==> src/lpes_pkg.sv <==
// constants shared by the pin edge select block
package lpes_pkg;

  // register byte offsets
  localparam logic [7:0] ADDR_CTRL    = 8'h00;
  localparam logic [7:0] ADDR_STATUS  = 8'h04;
  localparam logic [7:0] ADDR_SER_RX  = 8'h08;
  localparam logic [7:0] ADDR_SER_TX  = 8'h0C;
  localparam logic [7:0] ADDR_TX_DATA = 8'h10;
  localparam logic [7:0] ADDR_RX_PAT  = 8'h14;

  // control field positions and reset values
  localparam int          CTRL_TX_EDGE = 0;
  localparam int          CTRL_RX_EDGE = 1;
  localparam int          CTRL_SRC_LO  = 2;
  localparam int          CTRL_W       = 4;
  localparam logic [3:0]  CTRL_RST     = 4'h0;
  localparam logic [7:0]  BYTE_RST     = 8'h00;
  localparam logic [15:0] PAT_RST      = 16'h0000;

  // status field positions
  localparam int ST_BYTE_RDY = 0;
  localparam int ST_HW_MODE  = 1;
  localparam int ST_TEST     = 2;
  localparam int ST_SHARED   = 3;
  localparam int ST_TX_LVL   = 4;
  localparam int ST_INPUT_EDGE_SELECT     = 5;
  localparam int ST_OUTPUT_EDGE_SELECT     = 6;
  localparam int ST_CNT_LO   = 8;

  // bit counters
  localparam int         CNT_W    = 3;
  localparam logic [2:0] CNT_LAST = 3'h7;
  localparam logic [2:0] CNT_ZERO = 3'h0;
  localparam logic [2:0] CNT_ONE  = 3'h1;
  localparam logic [7:0] TXB_ONE  = 8'h01;

  // synchroniser lanes
  localparam int SY_SCLK = 0;
  localparam int SY_SDI  = 1;
  localparam int SY_TX_POSITIVE_DATA = 2;
  localparam int SY_TX_NEGATIVE_DATA = 3;
  localparam int SY_TX_CLOCK = 4;
  localparam int SY_MCLK = 5;
  localparam int SY_RCLK = 6;
  localparam int SY_TEST = 7;
  localparam int SY_HWM  = 8;
  localparam int SY_CES  = 9;
  localparam int SY_INPUT_EDGE_SELECT = 10;
  localparam int SY_OUTPUT_EDGE_SELECT = 11;
  localparam int SY_W    = 12;

  // transmit clock source
  typedef enum logic [1:0] {
    LPES_SRC_PIN    = 2'b00,
    LPES_SRC_MASTER = 2'b01,
    LPES_SRC_RECOV  = 2'b10,
    LPES_SRC_PIN2   = 2'b11
  } lpes_src_t;

endpackage

==> src/lpes_sync.sv <==
// two-stage synchroniser with edge detection for pin inputs
`timescale 1ns/10ps
`default_nettype none
module lpes_sync
#(
  parameter int W = 1
)
(
  input  wire logic         i_sys_clk,
  input  wire logic         i_rst_n,
  input  wire logic         i_clk_en,
  input  wire logic [W-1:0] i_async,
  output logic      [W-1:0] o_level,
  output logic      [W-1:0] o_rise,
  output logic      [W-1:0] o_fall
);

  logic [W-1:0] meta_q;
  logic [W-1:0] sync_q;
  logic [W-1:0] prev_q;

  // first stage feeds only the second
  always_ff @(posedge i_sys_clk or negedge i_rst_n)
  begin
    if (!i_rst_n)
    begin
      meta_q <= '0;
      sync_q <= '0;
      prev_q <= '0;
    end
    else if (i_clk_en)
    begin
      meta_q <= i_async;
      sync_q <= meta_q;
      prev_q <= sync_q;
    end
  end

  assign o_level = sync_q;
  assign o_rise  = sync_q & ~prev_q;
  assign o_fall  = ~sync_q & prev_q;

endmodule
`default_nettype wire

==> src/lpes_pin_edge.sv <==
// serial port, transmit sampling and receive retiming with edge selects
//
// Decided for this implementation: register access over AHB-Lite and the register offsets.
`timescale 1ns/10ps
`default_nettype none
module lpes_pin_edge
(
  input  wire logic        i_sys_clk,
  input  wire logic        i_rst_n,
  input  wire logic        i_clk_en,
  input  wire logic        i_hsel,
  input  wire logic [31:0] i_haddr,
  input  wire logic [1:0]  i_htrans,
  input  wire logic        i_hwrite,
  input  wire logic [2:0]  i_hsize,
  input  wire logic [31:0] i_hwdata,
  input  wire logic        i_hready,
  output logic      [31:0] o_hrdata,
  output logic             o_hreadyout,
  output logic             o_hresp,
  input  wire logic        i_serial_clk,
  input  wire logic        i_serial_ctrl_in,
  input  wire logic        i_input_edge_select,
  input  wire logic        i_output_edge_select,
  output logic             o_serial_ctrl_out,
  output logic             o_serial_ctrl_out_oe,
  input  wire logic        i_tx_clock,
  input  wire logic        i_tx_positive_data,
  input  wire logic        i_tx_negative_data,
  input  wire logic        i_master_clock,
  input  wire logic        i_recovered_clock,
  input  wire logic        i_test_tristate,
  input  wire logic        i_pin_config_mode,
  input  wire logic        i_shared_edge_select_pin,
  output logic             o_rx_positive_data,
  output logic             o_rx_positive_data_oe,
  output logic             o_rx_negative_data,
  output logic             o_rx_negative_data_oe
);

  logic [lpes_pkg::SY_W-1:0] pin_in;
  logic [lpes_pkg::SY_W-1:0] lvl;
  logic [lpes_pkg::SY_W-1:0] rise;
  logic [lpes_pkg::SY_W-1:0] fall;

  assign pin_in = {i_output_edge_select, i_input_edge_select,
                   i_shared_edge_select_pin, i_pin_config_mode,
                   i_test_tristate, i_recovered_clock, i_master_clock,
                   i_tx_clock, i_tx_negative_data, i_tx_positive_data,
                   i_serial_ctrl_in, i_serial_clk};

  lpes_sync #(.W(lpes_pkg::SY_W)) u_sync
  (
    .i_sys_clk (i_sys_clk),
    .i_rst_n   (i_rst_n),
    .i_clk_en  (i_clk_en),
    .i_async   (pin_in),
    .o_level   (lvl),
    .o_rise    (rise),
    .o_fall    (fall)
  );

  // register file state
  logic [lpes_pkg::CTRL_W-1:0] ctrl_q;
  logic [7:0]                  ser_tx_q;
  logic [15:0]                 rx_pat_q;
  logic                        byte_rdy_q;
  logic                        wr_pend_q;
  logic [7:0]                  wr_addr_q;
  logic [31:0]                 hrdata_q;

  // serial port state
  logic [7:0]               in_sh_q;
  logic [lpes_pkg::CNT_W-1:0] in_cnt_q;
  logic [7:0]               ser_rx_q;
  logic [7:0]               out_sh_q;
  logic [lpes_pkg::CNT_W-1:0] out_cnt_q;
  logic                     sdo_q;

  // transmit and receive state
  logic [7:0]               tx_pos_sh_q;
  logic [7:0]               tx_neg_sh_q;
  logic [7:0]               tx_bits_q;
  logic [lpes_pkg::CNT_W-1:0] rx_idx_q;
  logic                     rx_pos_q;
  logic                     rx_neg_q;

  function automatic logic hit(input logic [7:0] a, input logic [7:0] off);
    hit = (a == off);
  endfunction

  // bus decode
  logic       addr_take;
  logic       wr_now;
  logic [7:0] a_lo;
  assign a_lo      = i_haddr[7:0];
  assign addr_take = i_clk_en & i_hsel & i_hready & i_htrans[1];
  assign wr_now    = i_clk_en & wr_pend_q;

  // edge selection
  logic      hw_mode;
  logic      tx_edge_eff;
  logic      rx_edge_eff;
  lpes_pkg::lpes_src_t src;
  logic      tx_clk_lvl;
  logic      tx_clk_rise;
  logic      tx_clk_fall;
  logic      tx_evt;
  logic      rx_evt;
  logic      cap_evt;
  logic      launch_evt;
  logic      byte_done;
  logic      test_on;

  assign hw_mode = lvl[lpes_pkg::SY_HWM];
  assign test_on = lvl[lpes_pkg::SY_TEST];
  // pin mode: one shared pin sets both edges
  assign tx_edge_eff = hw_mode ? lvl[lpes_pkg::SY_CES]
                               : ctrl_q[lpes_pkg::CTRL_TX_EDGE];
  assign rx_edge_eff = hw_mode ? lvl[lpes_pkg::SY_CES]
                               : ctrl_q[lpes_pkg::CTRL_RX_EDGE];
  assign src = lpes_pkg::lpes_src_t'(ctrl_q[lpes_pkg::CTRL_SRC_LO +: 2]);

  // muxing edge pulses, not levels, so a source switch makes no false edge
  always_comb
  begin
    case (src)
      lpes_pkg::LPES_SRC_MASTER:
      begin
        tx_clk_lvl  = lvl[lpes_pkg::SY_MCLK];
        tx_clk_rise = rise[lpes_pkg::SY_MCLK];
        tx_clk_fall = fall[lpes_pkg::SY_MCLK];
      end
      lpes_pkg::LPES_SRC_RECOV:
      begin
        tx_clk_lvl  = lvl[lpes_pkg::SY_RCLK];
        tx_clk_rise = rise[lpes_pkg::SY_RCLK];
        tx_clk_fall = fall[lpes_pkg::SY_RCLK];
      end
      default:
      begin
        tx_clk_lvl  = lvl[lpes_pkg::SY_TX_CLOCK];
        tx_clk_rise = rise[lpes_pkg::SY_TX_CLOCK];
        tx_clk_fall = fall[lpes_pkg::SY_TX_CLOCK];
      end
    endcase
  end

  assign tx_evt = i_clk_en & (tx_edge_eff ? tx_clk_rise : tx_clk_fall);
  assign rx_evt = i_clk_en & (rx_edge_eff ? fall[lpes_pkg::SY_RCLK]
                                          : rise[lpes_pkg::SY_RCLK]);
  assign cap_evt = i_clk_en & (lvl[lpes_pkg::SY_INPUT_EDGE_SELECT] ? fall[lpes_pkg::SY_SCLK]
                                                      : rise[lpes_pkg::SY_SCLK]);
  // output changes on the edge opposite the one where it is valid
  assign launch_evt = i_clk_en & (lvl[lpes_pkg::SY_OUTPUT_EDGE_SELECT] ? fall[lpes_pkg::SY_SCLK]
                                                         : rise[lpes_pkg::SY_SCLK]);
  assign byte_done = cap_evt & (in_cnt_q == lpes_pkg::CNT_LAST);

  // bus address phase capture and read data
  always_ff @(posedge i_sys_clk or negedge i_rst_n)
  begin
    if (!i_rst_n)
    begin
      wr_pend_q <= 1'b0;
      wr_addr_q <= 8'h00;
      hrdata_q  <= 32'h0000_0000;
    end
    else if (i_clk_en)
    begin
      wr_pend_q <= addr_take & i_hwrite;
      if (addr_take)
      begin
        wr_addr_q <= a_lo;
      end
      if (addr_take & ~i_hwrite)
      begin
        hrdata_q <= 32'h0000_0000;
        if (hit(a_lo, lpes_pkg::ADDR_CTRL))
          hrdata_q[lpes_pkg::CTRL_W-1:0] <= ctrl_q;
        if (hit(a_lo, lpes_pkg::ADDR_STATUS))
        begin
          hrdata_q[lpes_pkg::ST_BYTE_RDY] <= byte_rdy_q;
          hrdata_q[lpes_pkg::ST_HW_MODE]  <= hw_mode;
          hrdata_q[lpes_pkg::ST_TEST]     <= test_on;
          hrdata_q[lpes_pkg::ST_SHARED]   <= lvl[lpes_pkg::SY_CES];
          hrdata_q[lpes_pkg::ST_TX_LVL]   <= tx_clk_lvl;
          hrdata_q[lpes_pkg::ST_INPUT_EDGE_SELECT]     <= lvl[lpes_pkg::SY_INPUT_EDGE_SELECT];
          hrdata_q[lpes_pkg::ST_OUTPUT_EDGE_SELECT]     <= lvl[lpes_pkg::SY_OUTPUT_EDGE_SELECT];
          hrdata_q[lpes_pkg::ST_CNT_LO +: 8] <= tx_bits_q;
        end
        if (hit(a_lo, lpes_pkg::ADDR_SER_RX))
          hrdata_q[7:0] <= ser_rx_q;
        if (hit(a_lo, lpes_pkg::ADDR_SER_TX))
          hrdata_q[7:0] <= ser_tx_q;
        if (hit(a_lo, lpes_pkg::ADDR_TX_DATA))
          hrdata_q[15:0] <= {tx_neg_sh_q, tx_pos_sh_q};
        if (hit(a_lo, lpes_pkg::ADDR_RX_PAT))
          hrdata_q[15:0] <= rx_pat_q;
      end
    end
  end

  // bus data phase writes
  always_ff @(posedge i_sys_clk or negedge i_rst_n)
  begin
    if (!i_rst_n)
    begin
      ctrl_q   <= lpes_pkg::CTRL_RST;
      ser_tx_q <= lpes_pkg::BYTE_RST;
      rx_pat_q <= lpes_pkg::PAT_RST;
    end
    else if (wr_now)
    begin
      if (hit(wr_addr_q, lpes_pkg::ADDR_CTRL))
        ctrl_q <= i_hwdata[lpes_pkg::CTRL_W-1:0];
      if (hit(wr_addr_q, lpes_pkg::ADDR_SER_TX))
        ser_tx_q <= i_hwdata[7:0];
      if (hit(wr_addr_q, lpes_pkg::ADDR_RX_PAT))
        rx_pat_q <= i_hwdata[15:0];
    end
  end

  // byte ready: a new byte beats a same-cycle clear
  always_ff @(posedge i_sys_clk or negedge i_rst_n)
  begin
    if (!i_rst_n)
      byte_rdy_q <= 1'b0;
    else if (i_clk_en)
      byte_rdy_q <= byte_done | (byte_rdy_q &
                    ~(wr_pend_q & hit(wr_addr_q, lpes_pkg::ADDR_STATUS)
                      & i_hwdata[lpes_pkg::ST_BYTE_RDY]));
  end

  // serial input shift
  always_ff @(posedge i_sys_clk or negedge i_rst_n)
  begin
    if (!i_rst_n)
    begin
      in_sh_q  <= 8'h00;
      in_cnt_q <= lpes_pkg::CNT_ZERO;
      ser_rx_q <= lpes_pkg::BYTE_RST;
    end
    else if (cap_evt)
    begin
      in_sh_q  <= {in_sh_q[6:0], lvl[lpes_pkg::SY_SDI]};
      in_cnt_q <= in_cnt_q + lpes_pkg::CNT_ONE;
      if (byte_done)
        ser_rx_q <= {in_sh_q[6:0], lvl[lpes_pkg::SY_SDI]};
    end
  end

  // serial output shift, msb first
  always_ff @(posedge i_sys_clk or negedge i_rst_n)
  begin
    if (!i_rst_n)
    begin
      out_sh_q  <= 8'h00;
      out_cnt_q <= lpes_pkg::CNT_ZERO;
      sdo_q     <= 1'b0;
    end
    else if (launch_evt)
    begin
      out_cnt_q <= out_cnt_q + lpes_pkg::CNT_ONE;
      if (out_cnt_q == lpes_pkg::CNT_ZERO)
      begin
        sdo_q    <= ser_tx_q[7];
        out_sh_q <= {ser_tx_q[6:0], 1'b0};
      end
      else
      begin
        sdo_q    <= out_sh_q[7];
        out_sh_q <= {out_sh_q[6:0], 1'b0};
      end
    end
  end

  // transmit formatter input stage
  always_ff @(posedge i_sys_clk or negedge i_rst_n)
  begin
    if (!i_rst_n)
    begin
      tx_pos_sh_q <= 8'h00;
      tx_neg_sh_q <= 8'h00;
      tx_bits_q   <= 8'h00;
    end
    else if (tx_evt)
    begin
      tx_pos_sh_q <= {tx_pos_sh_q[6:0], lvl[lpes_pkg::SY_TX_POSITIVE_DATA]};
      tx_neg_sh_q <= {tx_neg_sh_q[6:0], lvl[lpes_pkg::SY_TX_NEGATIVE_DATA]};
      tx_bits_q   <= tx_bits_q + lpes_pkg::TXB_ONE;
    end
  end

  // receive outputs replay the pattern register
  always_ff @(posedge i_sys_clk or negedge i_rst_n)
  begin
    if (!i_rst_n)
    begin
      rx_idx_q <= lpes_pkg::CNT_ZERO;
      rx_pos_q <= 1'b0;
      rx_neg_q <= 1'b0;
    end
    else if (rx_evt)
    begin
      rx_idx_q <= rx_idx_q + lpes_pkg::CNT_ONE;
      rx_pos_q <= rx_pat_q[{1'b0, rx_idx_q}];
      rx_neg_q <= rx_pat_q[{1'b1, rx_idx_q}];
    end
  end

  // zero wait states; a frozen clock enable stalls the bus
  assign o_hreadyout = i_clk_en;
  assign o_hresp     = 1'b0;
  assign o_hrdata    = hrdata_q;

  assign o_serial_ctrl_out     = sdo_q;
  assign o_rx_positive_data    = rx_pos_q;
  assign o_rx_negative_data    = rx_neg_q;
  assign o_serial_ctrl_out_oe  = ~test_on;
  assign o_rx_positive_data_oe = ~test_on;
  assign o_rx_negative_data_oe = ~test_on;
endmodule
`default_nettype wire

==> config.mk <==
export PLATFORM = sky130hd
export DESIGN_NAME = lpes_pin_edge
export DESIGN_NICKNAME = d
export VERILOG_FILES = /design/src/lpes_pkg.sv /design/src/lpes_sync.sv /design/src/lpes_pin_edge.sv
export SDC_FILE = /design/constraint.sdc
export NUM_CORES = 1
export LEC_CHECK = 0
export ABC_AREA = 1
export BUFFER_PORTS_ARGS = -buffer_cell sky130_fd_sc_hd__buf_2
export CAP_MARGIN = 30
export CORE_UTILIZATION = 30
export DETAILED_ROUTE_END_ITERATION = 8
export PLACE_DENSITY = 0.47
export SETUP_SLACK_MARGIN = 0.02
export SLEW_MARGIN = 20
export SYNTH_ARGS = -nofsm -noshare
export SYNTH_HDL_FRONTEND = slang
export SYNTH_SLANG_ARGS = --single-unit
==> constraint.sdc <==
create_clock -name i_sys_clk -period 2.3 [get_ports i_sys_clk]
set_clock_uncertainty 0.2 [all_clocks]
set_input_delay 0.115 -clock i_sys_clk [delete_from_list [all_inputs] [get_ports i_sys_clk]]
set_output_delay 0.115 -clock i_sys_clk [all_outputs]
set_load 0.02 [all_outputs]
==> impl_metrics.env, run 1 <==
export IMPL_finalCriticalPeriod_ns=2.05
export IMPL_crit_chain="dlygate4sd3_1 > buf_2 > nand4_2 > nor2_2 > inv_1 > nand2_1 > o21ai_0"
export IMPL_die_h_microns=151
export IMPL_synth_fa_ha_area_frac=0.0149
export IMPL_root_buffer="clkbuf_16"
export IMPL_numCtsBuffers=17
export IMPL_io_pins=127
export IMPL_syn_to_final_growth_pct=23.7
export IMPL_cp_end_kind="flop"
export IMPL_p_clk_frac=0.374
export IMPL_synth_compound_area_frac=0.114
export IMPL_post_cts_buffers=0
export IMPL_synthesis_area_sq_um=6700
export IMPL_grt_usage=0.160
export IMPL_fillers=2323
export IMPL_hold_class="in2async"
export IMPL_synth_distinct_cells=36
export IMPL_synthFlopType="dfrtp_1"
export IMPL_synth_top_cell_area_share=0.523
export IMPL_wl_per_cell_microns=13.9
export IMPL_yosys_top_cells_area="dfrtp_1 52%, nand2_1 15%, o21ai_0 7.6%"
export IMPL_io_buffers=65
export IMPL_path_class="in2reg"
export IMPL_hold_viol_final=0
export IMPL_antennaDiodeCount=0
export IMPL_drtAntennaViolNets=0
export IMPL_fin_crit_sh=0.890
export IMPL_fp_row_count=54
export IMPL_setup_tns_ns=0
export IMPL_instances_no_fill=1221
export IMPL_grt_start_max_net_pins=51
export IMPL_layout_nets=1025
export IMPL_initial_core_util=0.306
export IMPL_routed_wirelength_microns=17000
export IMPL_htree_levels=4
export IMPL_seqPwrFrac=0.446
export IMPL_met2_usage=0.247
export IMPL_slew_violations=0
export IMPL_crit_fanout=16
export IMPL_clk_pin_slew_worst_paths_ns=0.06
export IMPL_grt_remaining_overflow=0
export IMPL_clock_latency_ns=0.42
export IMPL_drt_iter0_drc=354
export IMPL_yosysWarningCount=0
export IMPL_synth_top_family_by_area="simple AND/OR/NAND/NOR gates"
export IMPL_synth_simple_area_share=0.238
export IMPL_drive_gt1_frac=0.137
export IMPL_synthCells=823
export IMPL_cp_required_ns=2.40
export IMPL_cts_sinks=140
export IMPL_post_place_cells=1152
export IMPL_viasPerCell=4.44
export IMPL_slowest_delay_ns=0.52
export IMPL_peakVddDrop_uv=429
export IMPL_synth_area_per_cell_sq_um=8.14
export IMPL_top_usage_layer="met2"
export IMPL_fp_dieW_microns=151
export IMPL_pwr_share_comb=0.181
export IMPL_grt_pass1_wl_microns=27300
export IMPL_setup_viol=0
export IMPL_hpwl_microns=12100
export IMPL_drc_errors=0
export IMPL_synth_async_reset_ratio=1.00
export IMPL_cpMaxStageDelayCell="dlygate4sd3_1"
export IMPL_synth_seq_cells=140
export IMPL_outcome="completed"
export IMPL_rsz0062_at_grt="no"
export IMPL_firstDrtPassIters=5
export IMPL_clockBufferDepth=2
export IMPL_gp_congestion=0.783
export IMPL_startpoint_type="input port"
export IMPL_maxSlewHeadroom=0.668
export IMPL_synth_largest_area_cell="dfrtp_1"
export IMPL_power_switching_w=0.00225
export IMPL_leakagePower_nw=4.20
export IMPL_worstMarginPinSlew_ns=0.497
export IMPL_swShare=0.300
export IMPL_dieArea_sq_um=22900
export IMPL_muxShareOfSynthArea=0
export IMPL_cts_tree="yes"
export IMPL_first_global_vias=4969
export IMPL_globalRouteMet3Util=0.0307
export IMPL_num_vias=5417
export IMPL_core_sq_um=21900
export IMPL_internal_power_w=0.00525
export IMPL_timing_fmax_mhz=489
export IMPL_use_met1=0.225
export IMPL_synth_edf_count=0
export IMPL_powerDensity_nw_per_um2=905
export IMPL_maxCapViolCount=0
export IMPL_antenna_found_initial=0
export IMPL_synth_xor_area_frac=0.0131
export IMPL_critical_path_arrival_ns=2.14
export IMPL_synth_seq_area_share=0.523
-- logic make-up (layout without fill, tap and decap cells) --
family,count (synthesis),count (layout)
XOR/XNOR,10,10
AO/OA/AOI/OAI,136,136
flip-flops,140,140
AND/OR/NAND/NOR,386,386
adder cells (fa/ha/maj),8,8
other,1,17
buffers and inverters,142,244
-- power groups by stage --
stage	clock (W)	combinational, W	sequential (W)
6_report	0.00280	0.00136	0.00334
5_1_grt	0.00300	0.00159	0.00342
4_1_cts	0.00288	0.00138	0.00335
3_5_place_dp	0	0.00133	0.00339
3_3_place_gp	0	0.00130	0.00338
2_1_floorplan	0	0.00100	0.00328
-- layout make-up --
type,instances,area (sq um),area share
sequential,140,3500,0.423
multi-input combinational,557,2610,0.315
timing repair buffer,120,867,0.105
clock buffer,20,457,0.0551
inverter,94,357,0.0430
tap,280,350,0.0423
clock inverter,10,141,0.0171
-- Yosys cell counts (2+ instances only) --
library cell  instances
buf_2                 8
xnor2_1               6
buf_6                 3
nor2_1               38
dfrtp_1             140
buf_4                21
o211ai_1             11
ha_1                  8
clkbuf_1             16
nor3_1                3
inv_1                92
nor2_2                3
nand2_1             274
o21ai_0             102
nand4_1               2
o31ai_1               2
o21ai_2               8
xor2_1                4
a21oi_1               6
nand3_1              57
o2111ai_1             4
-- through the flow --
step           setup slack [ns]  total power, W  hold WS (ns)   util  area, sq um
2_1_floorplan             0.358         0.00428        -0.381      -         6760
3_3_place_gp              0.297         0.00468        -0.108  0.333         7300
3_5_place_dp              0.256         0.00471        -0.108  0.333         7300
4_1_cts                   0.181         0.00761        0.0135  0.378         8280
5_1_grt                  0.0437         0.00802        0.0472  0.379         8290
6_report                  0.254         0.00750       0.00559  0.379         8290
-- worst max-delay path: cells and delay by family --
family / cells / cell delay (ns)
and+or+nand+nor: 3 / 0.72
AOI/OAI and AO/OA: 1 / 0.08
buffers and inverters: 3 / 1.22
-- sequential cells by signal (all words and copies together), names as in the netlist, 8 cells and up --
signal and cells:
rx_pat_q 16, tx_bits_q 8, tx_neg_sh_q 8, ser_tx_q 8, o_hrdata 16, tx_pos_sh_q 8, u_sync.o_level 12, ser_rx_q 8
u_sync.meta_q 12, wr_addr_q 8
-- repair_timing --
action                                  4_1_cts  5_1_grt
hold buffers                                 39        0
endpoints found under the hold margin       200        0
resized for setup                             0        1
endpoints found under the setup margin        0        1
-- final timing paths --
check                                   from                 end  slack (ns)  depth (start not counted)
worst max-delay path                i_clk_en         o_hrdata[5]        0.25                          7
worst min-delay path                 i_rst_n        rx_pat_q[14]       0.006                          2
worst max register to register  wr_addr_q[5]         ser_tx_q[7]        0.32                          5
worst min register to register   rx_pat_q[9]         rx_pat_q[9]        0.27                          2
max in group asynchronous            i_rst_n  o_rx_positive_data        1.14                          3
min in group i_sys_clk                i_hsel        wr_addr_q[3]        0.06                          4
-- placed cells by master (no fill, tap or decap), types with 4 or more instances in the layout --
cell type,count
o211ai_1,11
buf_4,14
ha_1,8
xor2_1,4
conb_1,17
o21ai_0,102
xnor2_1,6
o2111ai_1,4
o21ai_2,8
dlygate4sd3_1,39
inv_1,92
dfrtp_1,140
nand3_1,57
a21oi_1,6
nand2_1,274
nor2_1,38
buf_2,64
clkbuf_16,17
-- routing by layer --
metal / up-vias / part of all wire
met5: - / 0
met4: 0 / 0.013
met3: 18 / 0.029
met2: 98 / 0.45
met1: 2507 / 0.51
li1: 2794 / -
Power figures use the tool's default switching activity.
==> run 2, diff against run 1 <==
Settings changed: SYNTH_HIERARCHICAL set to 1.
==> run 2 against run 1 <==
  * The run now ends with design-rule violations left
  * Clock power hardly changed
  * Utilization is 0.21 points higher
  * First-iteration DRC count is 4.8% lower
  * Sequential power hardly changed
  * Combinational power is 3% lower
  * Worst hold slack hardly changed
  * Critical endpoint is now o_hrdata[0]
==> impl_metrics.env, run 2 <==
export IMPL_cp_top_family="buffers and inverters"
export IMPL_hold_viol_final=0
export IMPL_drc_errors=6
export IMPL_drtAntennaViolNets=0
export IMPL_hold_class="in2async"
export IMPL_yosysWarningCount=6
export IMPL_path_depth=10
export IMPL_critical_path_arrival_ns=2.22
export IMPL_grt_pass1_wl_microns=27600
export IMPL_clock_latency_ns=0.42
export IMPL_synthesis_area_sq_um=6820
export IMPL_synthCells=849
export IMPL_violations="design-rule violations"
export IMPL_grt_remaining_overflow=0
export IMPL_clk_pin_slew_worst_paths_ns=0.06
export IMPL_peakVddDrop_uv=502
export IMPL_dieArea_sq_um=23400
export IMPL_slowest_delay_ns=0.53
export IMPL_rsz0062_at_grt="no"
export IMPL_initial_core_util=0.309
export IMPL_drive_gt1_frac=0.148
export IMPL_cts_tree="yes"
export IMPL_setup_viol=0
export IMPL_first_global_vias=5230
export IMPL_htree_levels=4
export IMPL_cts_sinks=140
export IMPL_num_vias=5589
export IMPL_crit_chain="dlygate4sd3_1 > buf_2 > inv_1 > nand2_1 > nor2_1 > nand2_1 > o21ai_0 > inv_1 > nand2_1 > nand2_1"
export IMPL_setup_tns_ns=0
export IMPL_worstMarginPinSlew_ns=0.511
export IMPL_root_buffer="clkbuf_16"
export IMPL_post_cts_resized=0
export IMPL_maxSlewHeadroom=0.658
export IMPL_die_h_microns=153
export IMPL_maxCapViolCount=0
export IMPL_powerDensity_nw_per_um2=886
export IMPL_antennaDiodeCount=0
export IMPL_outcome="finished, violations left"
export IMPL_hpwl_microns=12100
export IMPL_gp_congestion=0.796
export IMPL_firstDrtPassIters=9
export IMPL_synth_area_per_cell_sq_um=8.04
export IMPL_layout_commonest_cell="nand2_1"
export IMPL_drt_iter0_drc=337
export IMPL_post_place_cells=1180
export IMPL_crit_buf_inv=4
export IMPL_clockBufferDepth=2
export IMPL_antenna_found_initial=0
export IMPL_fp_dieW_microns=153
export IMPL_grt_start_max_net_pins=50
export IMPL_slew_violations=0
export IMPL_worstRegToRegCells=4
export IMPL_instances_no_fill=1251
export IMPL_path_class="in2reg"
export IMPL_numCtsBuffers=17
export IMPL_grt_usage=0.152
export IMPL_rrSetupSlack_ns=0.37
export IMPL_core_sq_um=22100
export IMPL_syn_to_final_growth_pct=23.3
export IMPL_crit_fanout=11
export IMPL_io_pins=127
export IMPL_layout_common_cells="319 x nand2_1, 140 x dfrtp_1, 79 x nand3_1, 67 x inv_1, 64 x buf_2"
export IMPL_fp_row_count=54
export IMPL_viasPerCell=4.47
export IMPL_layout_nets=1057
export IMPL_cp_required_ns=2.41
export IMPL_finalCriticalPeriod_ns=2.11
export IMPL_routed_wirelength_microns=16800
export IMPL_critPathMostFrequentCell="nand2_1"
export IMPL_startpoint_type="input port"
export IMPL_io_buffers=65
export IMPL_fin_crit_sh=0.917
export IMPL_wl_per_cell_microns=13.5
export IMPL_cp_end_kind="flop"
export IMPL_cpMaxStageDelayCell="dlygate4sd3_1"
export IMPL_leakagePower_nw=4.38
export IMPL_timing_fmax_mhz=474
==> run 2: worst paths after layout <==
kind | from | endpoint
worst max-delay path | i_haddr[3] | o_hrdata[0]
worst min-delay path | i_rst_n | in_cnt_q[2]
worst max register to register | wr_addr_q[5] | ser_tx_q[6]
worst min register to register | tx_neg_sh_q[7] | tx_neg_sh_q[7]
max in group asynchronous | i_rst_n | rx_pat_q[12]
min in group i_sys_clk | i_htrans[1] | o_hrdata[6]
==> run 2: report_power, final <==
part,switching (W),internal [W],leakage (nW)
clock,0.00103,0.00176,0.287
sequential,0.000394,0.00294,1.84
combinational,0.000780,0.000542,2.25
total,0.00220,0.00525,4.38
==> run 2: per-stage QoR <==
stage | hold slack, ns | power (W) | instance area [sq um] | setup WS, ns | util
after detailed placement | -0.0967 | 0.00467 | 7390 | 0.280 | 0.335
after CTS | 0.0194 | 0.00755 | 8410 | 0.181 | 0.381
after global routing | 0.0549 | 0.00791 | 8410 | 0.0212 | 0.381
after floorplan | -0.381 | 0.00425 | 6880 | 0.410 | -
after global placement | -0.103 | 0.00464 | 7390 | 0.290 | 0.335
final | 0.00579 | 0.00745 | 8410 | 0.192 | 0.381
==> run 2: repair_timing <==
action | CTS | global route
hold buffers | 43 | 0
endpoints found under the hold margin | 197 | 0
setup buffers | 0 | 0
==> run 2: cell type report <==
class / count / area, sq um
multi-input combinational: 605 / 2770
sequential: 140 / 3500
inverter: 68 / 263
tap: 280 / 350
clock inverter: 7 / 116
timing repair buffer: 130 / 940
clock buffer: 21 / 470
fill: 2352 / 13700
==> run 2: layer usage <==
layer,wire length (microns),up-vias,track usage
met5,0,-,0
met4,150,0,0.0404
met3,658,10,0.0352
met2,7210,118,0.228
met1,8810,2589,0.217
li1,-,2872,-
==> run 3, diff against run 2 <==
Settings changed: GPL_TIMING_DRIVEN set to 0, TNS_END_PERCENT set to 50.
==> run 3 against run 2 <==
  * The flow still finishes with violations (design-rule violations)
  * Worst hold slack better by 0.0011 ns
  * Die area did not move
  * Clock-buffer cell count fell by 1
  * Fmax shrank 1.1%
  * Global-route usage increased by 0.74 points
  * Clock power down 6%
  * Setup slack worse by 0.024 ns
  * Critical path depth down 3
  * Cell area up 2.0%
  * Sequential share of layout area is 0.83 points lower
  * Combinational power up 7%
  * Final cell count rose by 2.5%
==> impl_metrics.env, run 3 (synthesis results as in run 2) <==
export IMPL_outcome="finished, violations left"
export IMPL_violations="design-rule violations"
export IMPL_root_buffer="clkbuf_16"
export IMPL_firstDrtPassIters=6
export IMPL_cts_tree="yes"
export IMPL_power_w=0.00733
export IMPL_power_switching_w=0.00226
export IMPL_antenna_found_initial=0
export IMPL_fp_dieW_microns=153
export IMPL_wl_per_cell_microns=13.7
export IMPL_r2r_start="wr_addr_q[1]"
export IMPL_timing_fmax_mhz=469
export IMPL_layout_nets=1085
export IMPL_internal_power_w=0.00506
export IMPL_cp_end_kind="flop"
export IMPL_rr_endpoint="rx_pat_q[7]"
export IMPL_numCtsBuffers=17
export IMPL_post_route_cell_area_sq_um=8580
export IMPL_maxSlewHeadroom=0.601
export IMPL_startpoint_type="flop"
export IMPL_seqPwrFrac=0.451
export IMPL_p_clk_frac=0.357
export IMPL_swShare=0.309
export IMPL_fp_row_count=54
export IMPL_grt_start_max_net_pins=77
export IMPL_path_class="reg2reg"
export IMPL_powerDensity_nw_per_um2=854
export IMPL_maxCapViolCount=0
export IMPL_drc_errors=7
export IMPL_peakVddDrop_uv=409
export IMPL_grt_remaining_overflow=0
export IMPL_hold_class="in2reg"
export IMPL_first_global_vias=5491
export IMPL_place_area_sq_um=7590
export IMPL_setup_tns_ns=0
export IMPL_fin_crit_sh=0.927
export IMPL_clockBufferDepth=2
export IMPL_io_buffers=64
export IMPL_pwr_share_comb=0.193
export IMPL_htree_levels=4
export IMPL_cp_endpoint="rx_pat_q[7]"
export IMPL_worstRegToRegCells=7
export IMPL_worstMarginPinSlew_ns=0.596
export IMPL_hpwl_microns=12800
export IMPL_finalCriticalPeriod_ns=2.13
export IMPL_rrSetupSlack_ns=0.17
export IMPL_layout_commonest_cell="nand2_1"
export IMPL_io_pins=127
export IMPL_drtAntennaViolNets=0
export IMPL_layout_common_cells="317 x nand2_1, 140 x dfrtp_1, 79 x nand3_1, 70 x buf_2, 67 x inv_1"
export IMPL_viasPerCell=4.48
export IMPL_initial_core_util=0.309
export IMPL_gp_congestion=0.822
export IMPL_dieArea_sq_um=23400
export IMPL_slew_violations=0
export IMPL_clock_latency_ns=0.42
export IMPL_rsz0062_at_grt="yes"
export IMPL_setup_viol=0
export IMPL_drt_iter0_drc=349
export IMPL_drive_gt1_frac=0.168
export IMPL_syn_to_final_growth_pct=25.8
export IMPL_cts_sinks=140
export IMPL_fillers=2329
export IMPL_num_vias=5741
export IMPL_critical_path_arrival_ns=2.23
export IMPL_leakagePower_nw=4.48
export IMPL_hold_viol_final=0
export IMPL_core_sq_um=22100
export IMPL_cp_required_ns=2.40
export IMPL_die_h_microns=153
export IMPL_post_cts_buffers=0
export IMPL_worstSetupStartpoint="wr_addr_q[1]"
export IMPL_final_util=0.388
export IMPL_grt_usage=0.159
export IMPL_antennaDiodeCount=0
export IMPL_crit_fanout=10
export IMPL_grt_pass1_wl_microns=29000
export IMPL_routed_wirelength_microns=17600
export IMPL_clk_pin_slew_worst_paths_ns=0.05
==> run 3: cell count changes in the layout (fill, tap and decap cells not counted), moves of 3 or more <==
cell        delta
clkbuf_1      +10
buf_2          +6
buf_6          +6
clkbuf_2       +4
clkinv_2       +3
clkinvlp_4     +3
==> run 3: worst max-delay path, stage by stage (launching register included) <==
cell	delay, ns
dfrtp_1	0.37
or2_1	0.27
or2_4	0.25
nor3_4	0.46
nand2_4	0.15
buf_6	0.19
nand2_1	0.07
o21ai_2	0.05
==> run 3: timing repair <==
item | CTS | global route
setup endpoints to repair | 4 | 33
endpoints found under the hold margin | 199 | 0
gates cloned | 0 | 0
hold buffers | 41 | 0
gates resized for setup | 1 | 12
==> run 3: how the worst min path moves through the flow <==
stage               slack, ns  cells after the start               end         start
finish                  0.007                      3       in_cnt_q[0]      i_clk_en
global route             0.05                      3       in_cnt_q[0]      i_clk_en
CTS                      0.02                      5      tx_bits_q[0]      i_clk_en
detailed placement      -0.10                      1       in_cnt_q[2]       i_rst_n
global placement         0.12                      3  u_sync/meta_q[0]  i_serial_clk
floorplan               -0.38                      0        byte_rdy_q       i_rst_n
==> run 3: final cells by class <==
cell class	count	area, sq um	area share
Clock inverter	11	93.8	0.0109
Clock buffer	20	467	0.0544
Buffer	52	360	0.0420
Multi-Input combinational cell	605	2780	0.324
Sequential cell	140	3500	0.408
Inverter	68	263	0.0306
Timing Repair Buffer	106	768	0.0895
Tap cell	280	350	0.0408
==> run 3: metrics by stage <==
| step | hold WS, ns | std cells | setup slack, ns |
|---|---|---|---|
| global route | 0.0453 | 1282 | 0.00955 |
| detailed placement | -0.101 | 1210 | 0.0366 |
| global placement | 0.116 | 1209 | -1.28 |
| finish | 0.00691 | 1282 | 0.168 |
| floorplan | -0.381 | 865 | 0.410 |
| CTS | 0.0238 | 1282 | 0.0233 |
==> run 3: power groups by stage <==
stage                     registers, W  clock network (W)  logic, W
final                          0.00330            0.00261   0.00141
after floorplan                0.00327                  0  0.000977
after global routing           0.00337            0.00281   0.00165
after CTS                      0.00330            0.00269   0.00142
after global placement         0.00333                  0   0.00134
after detailed placement       0.00334                  0   0.00137
==> run 3: per-layer routing <==
| metal | part of all wire | up-vias | global-route usage | wire [microns] |
|---|---|---|---|---|
| met2 | 0.44 | 112 | 0.243 | 7750 |
| met4 | 0.0068 | 0 | 0.0390 | 119 |
| li1 | - | 2939 | - | - |
| met5 | 0 | - | 0 | 0 |
| met1 | 0.51 | 2682 | 0.228 | 8970 |
| met3 | 0.043 | 8 | 0.0343 | 757 |
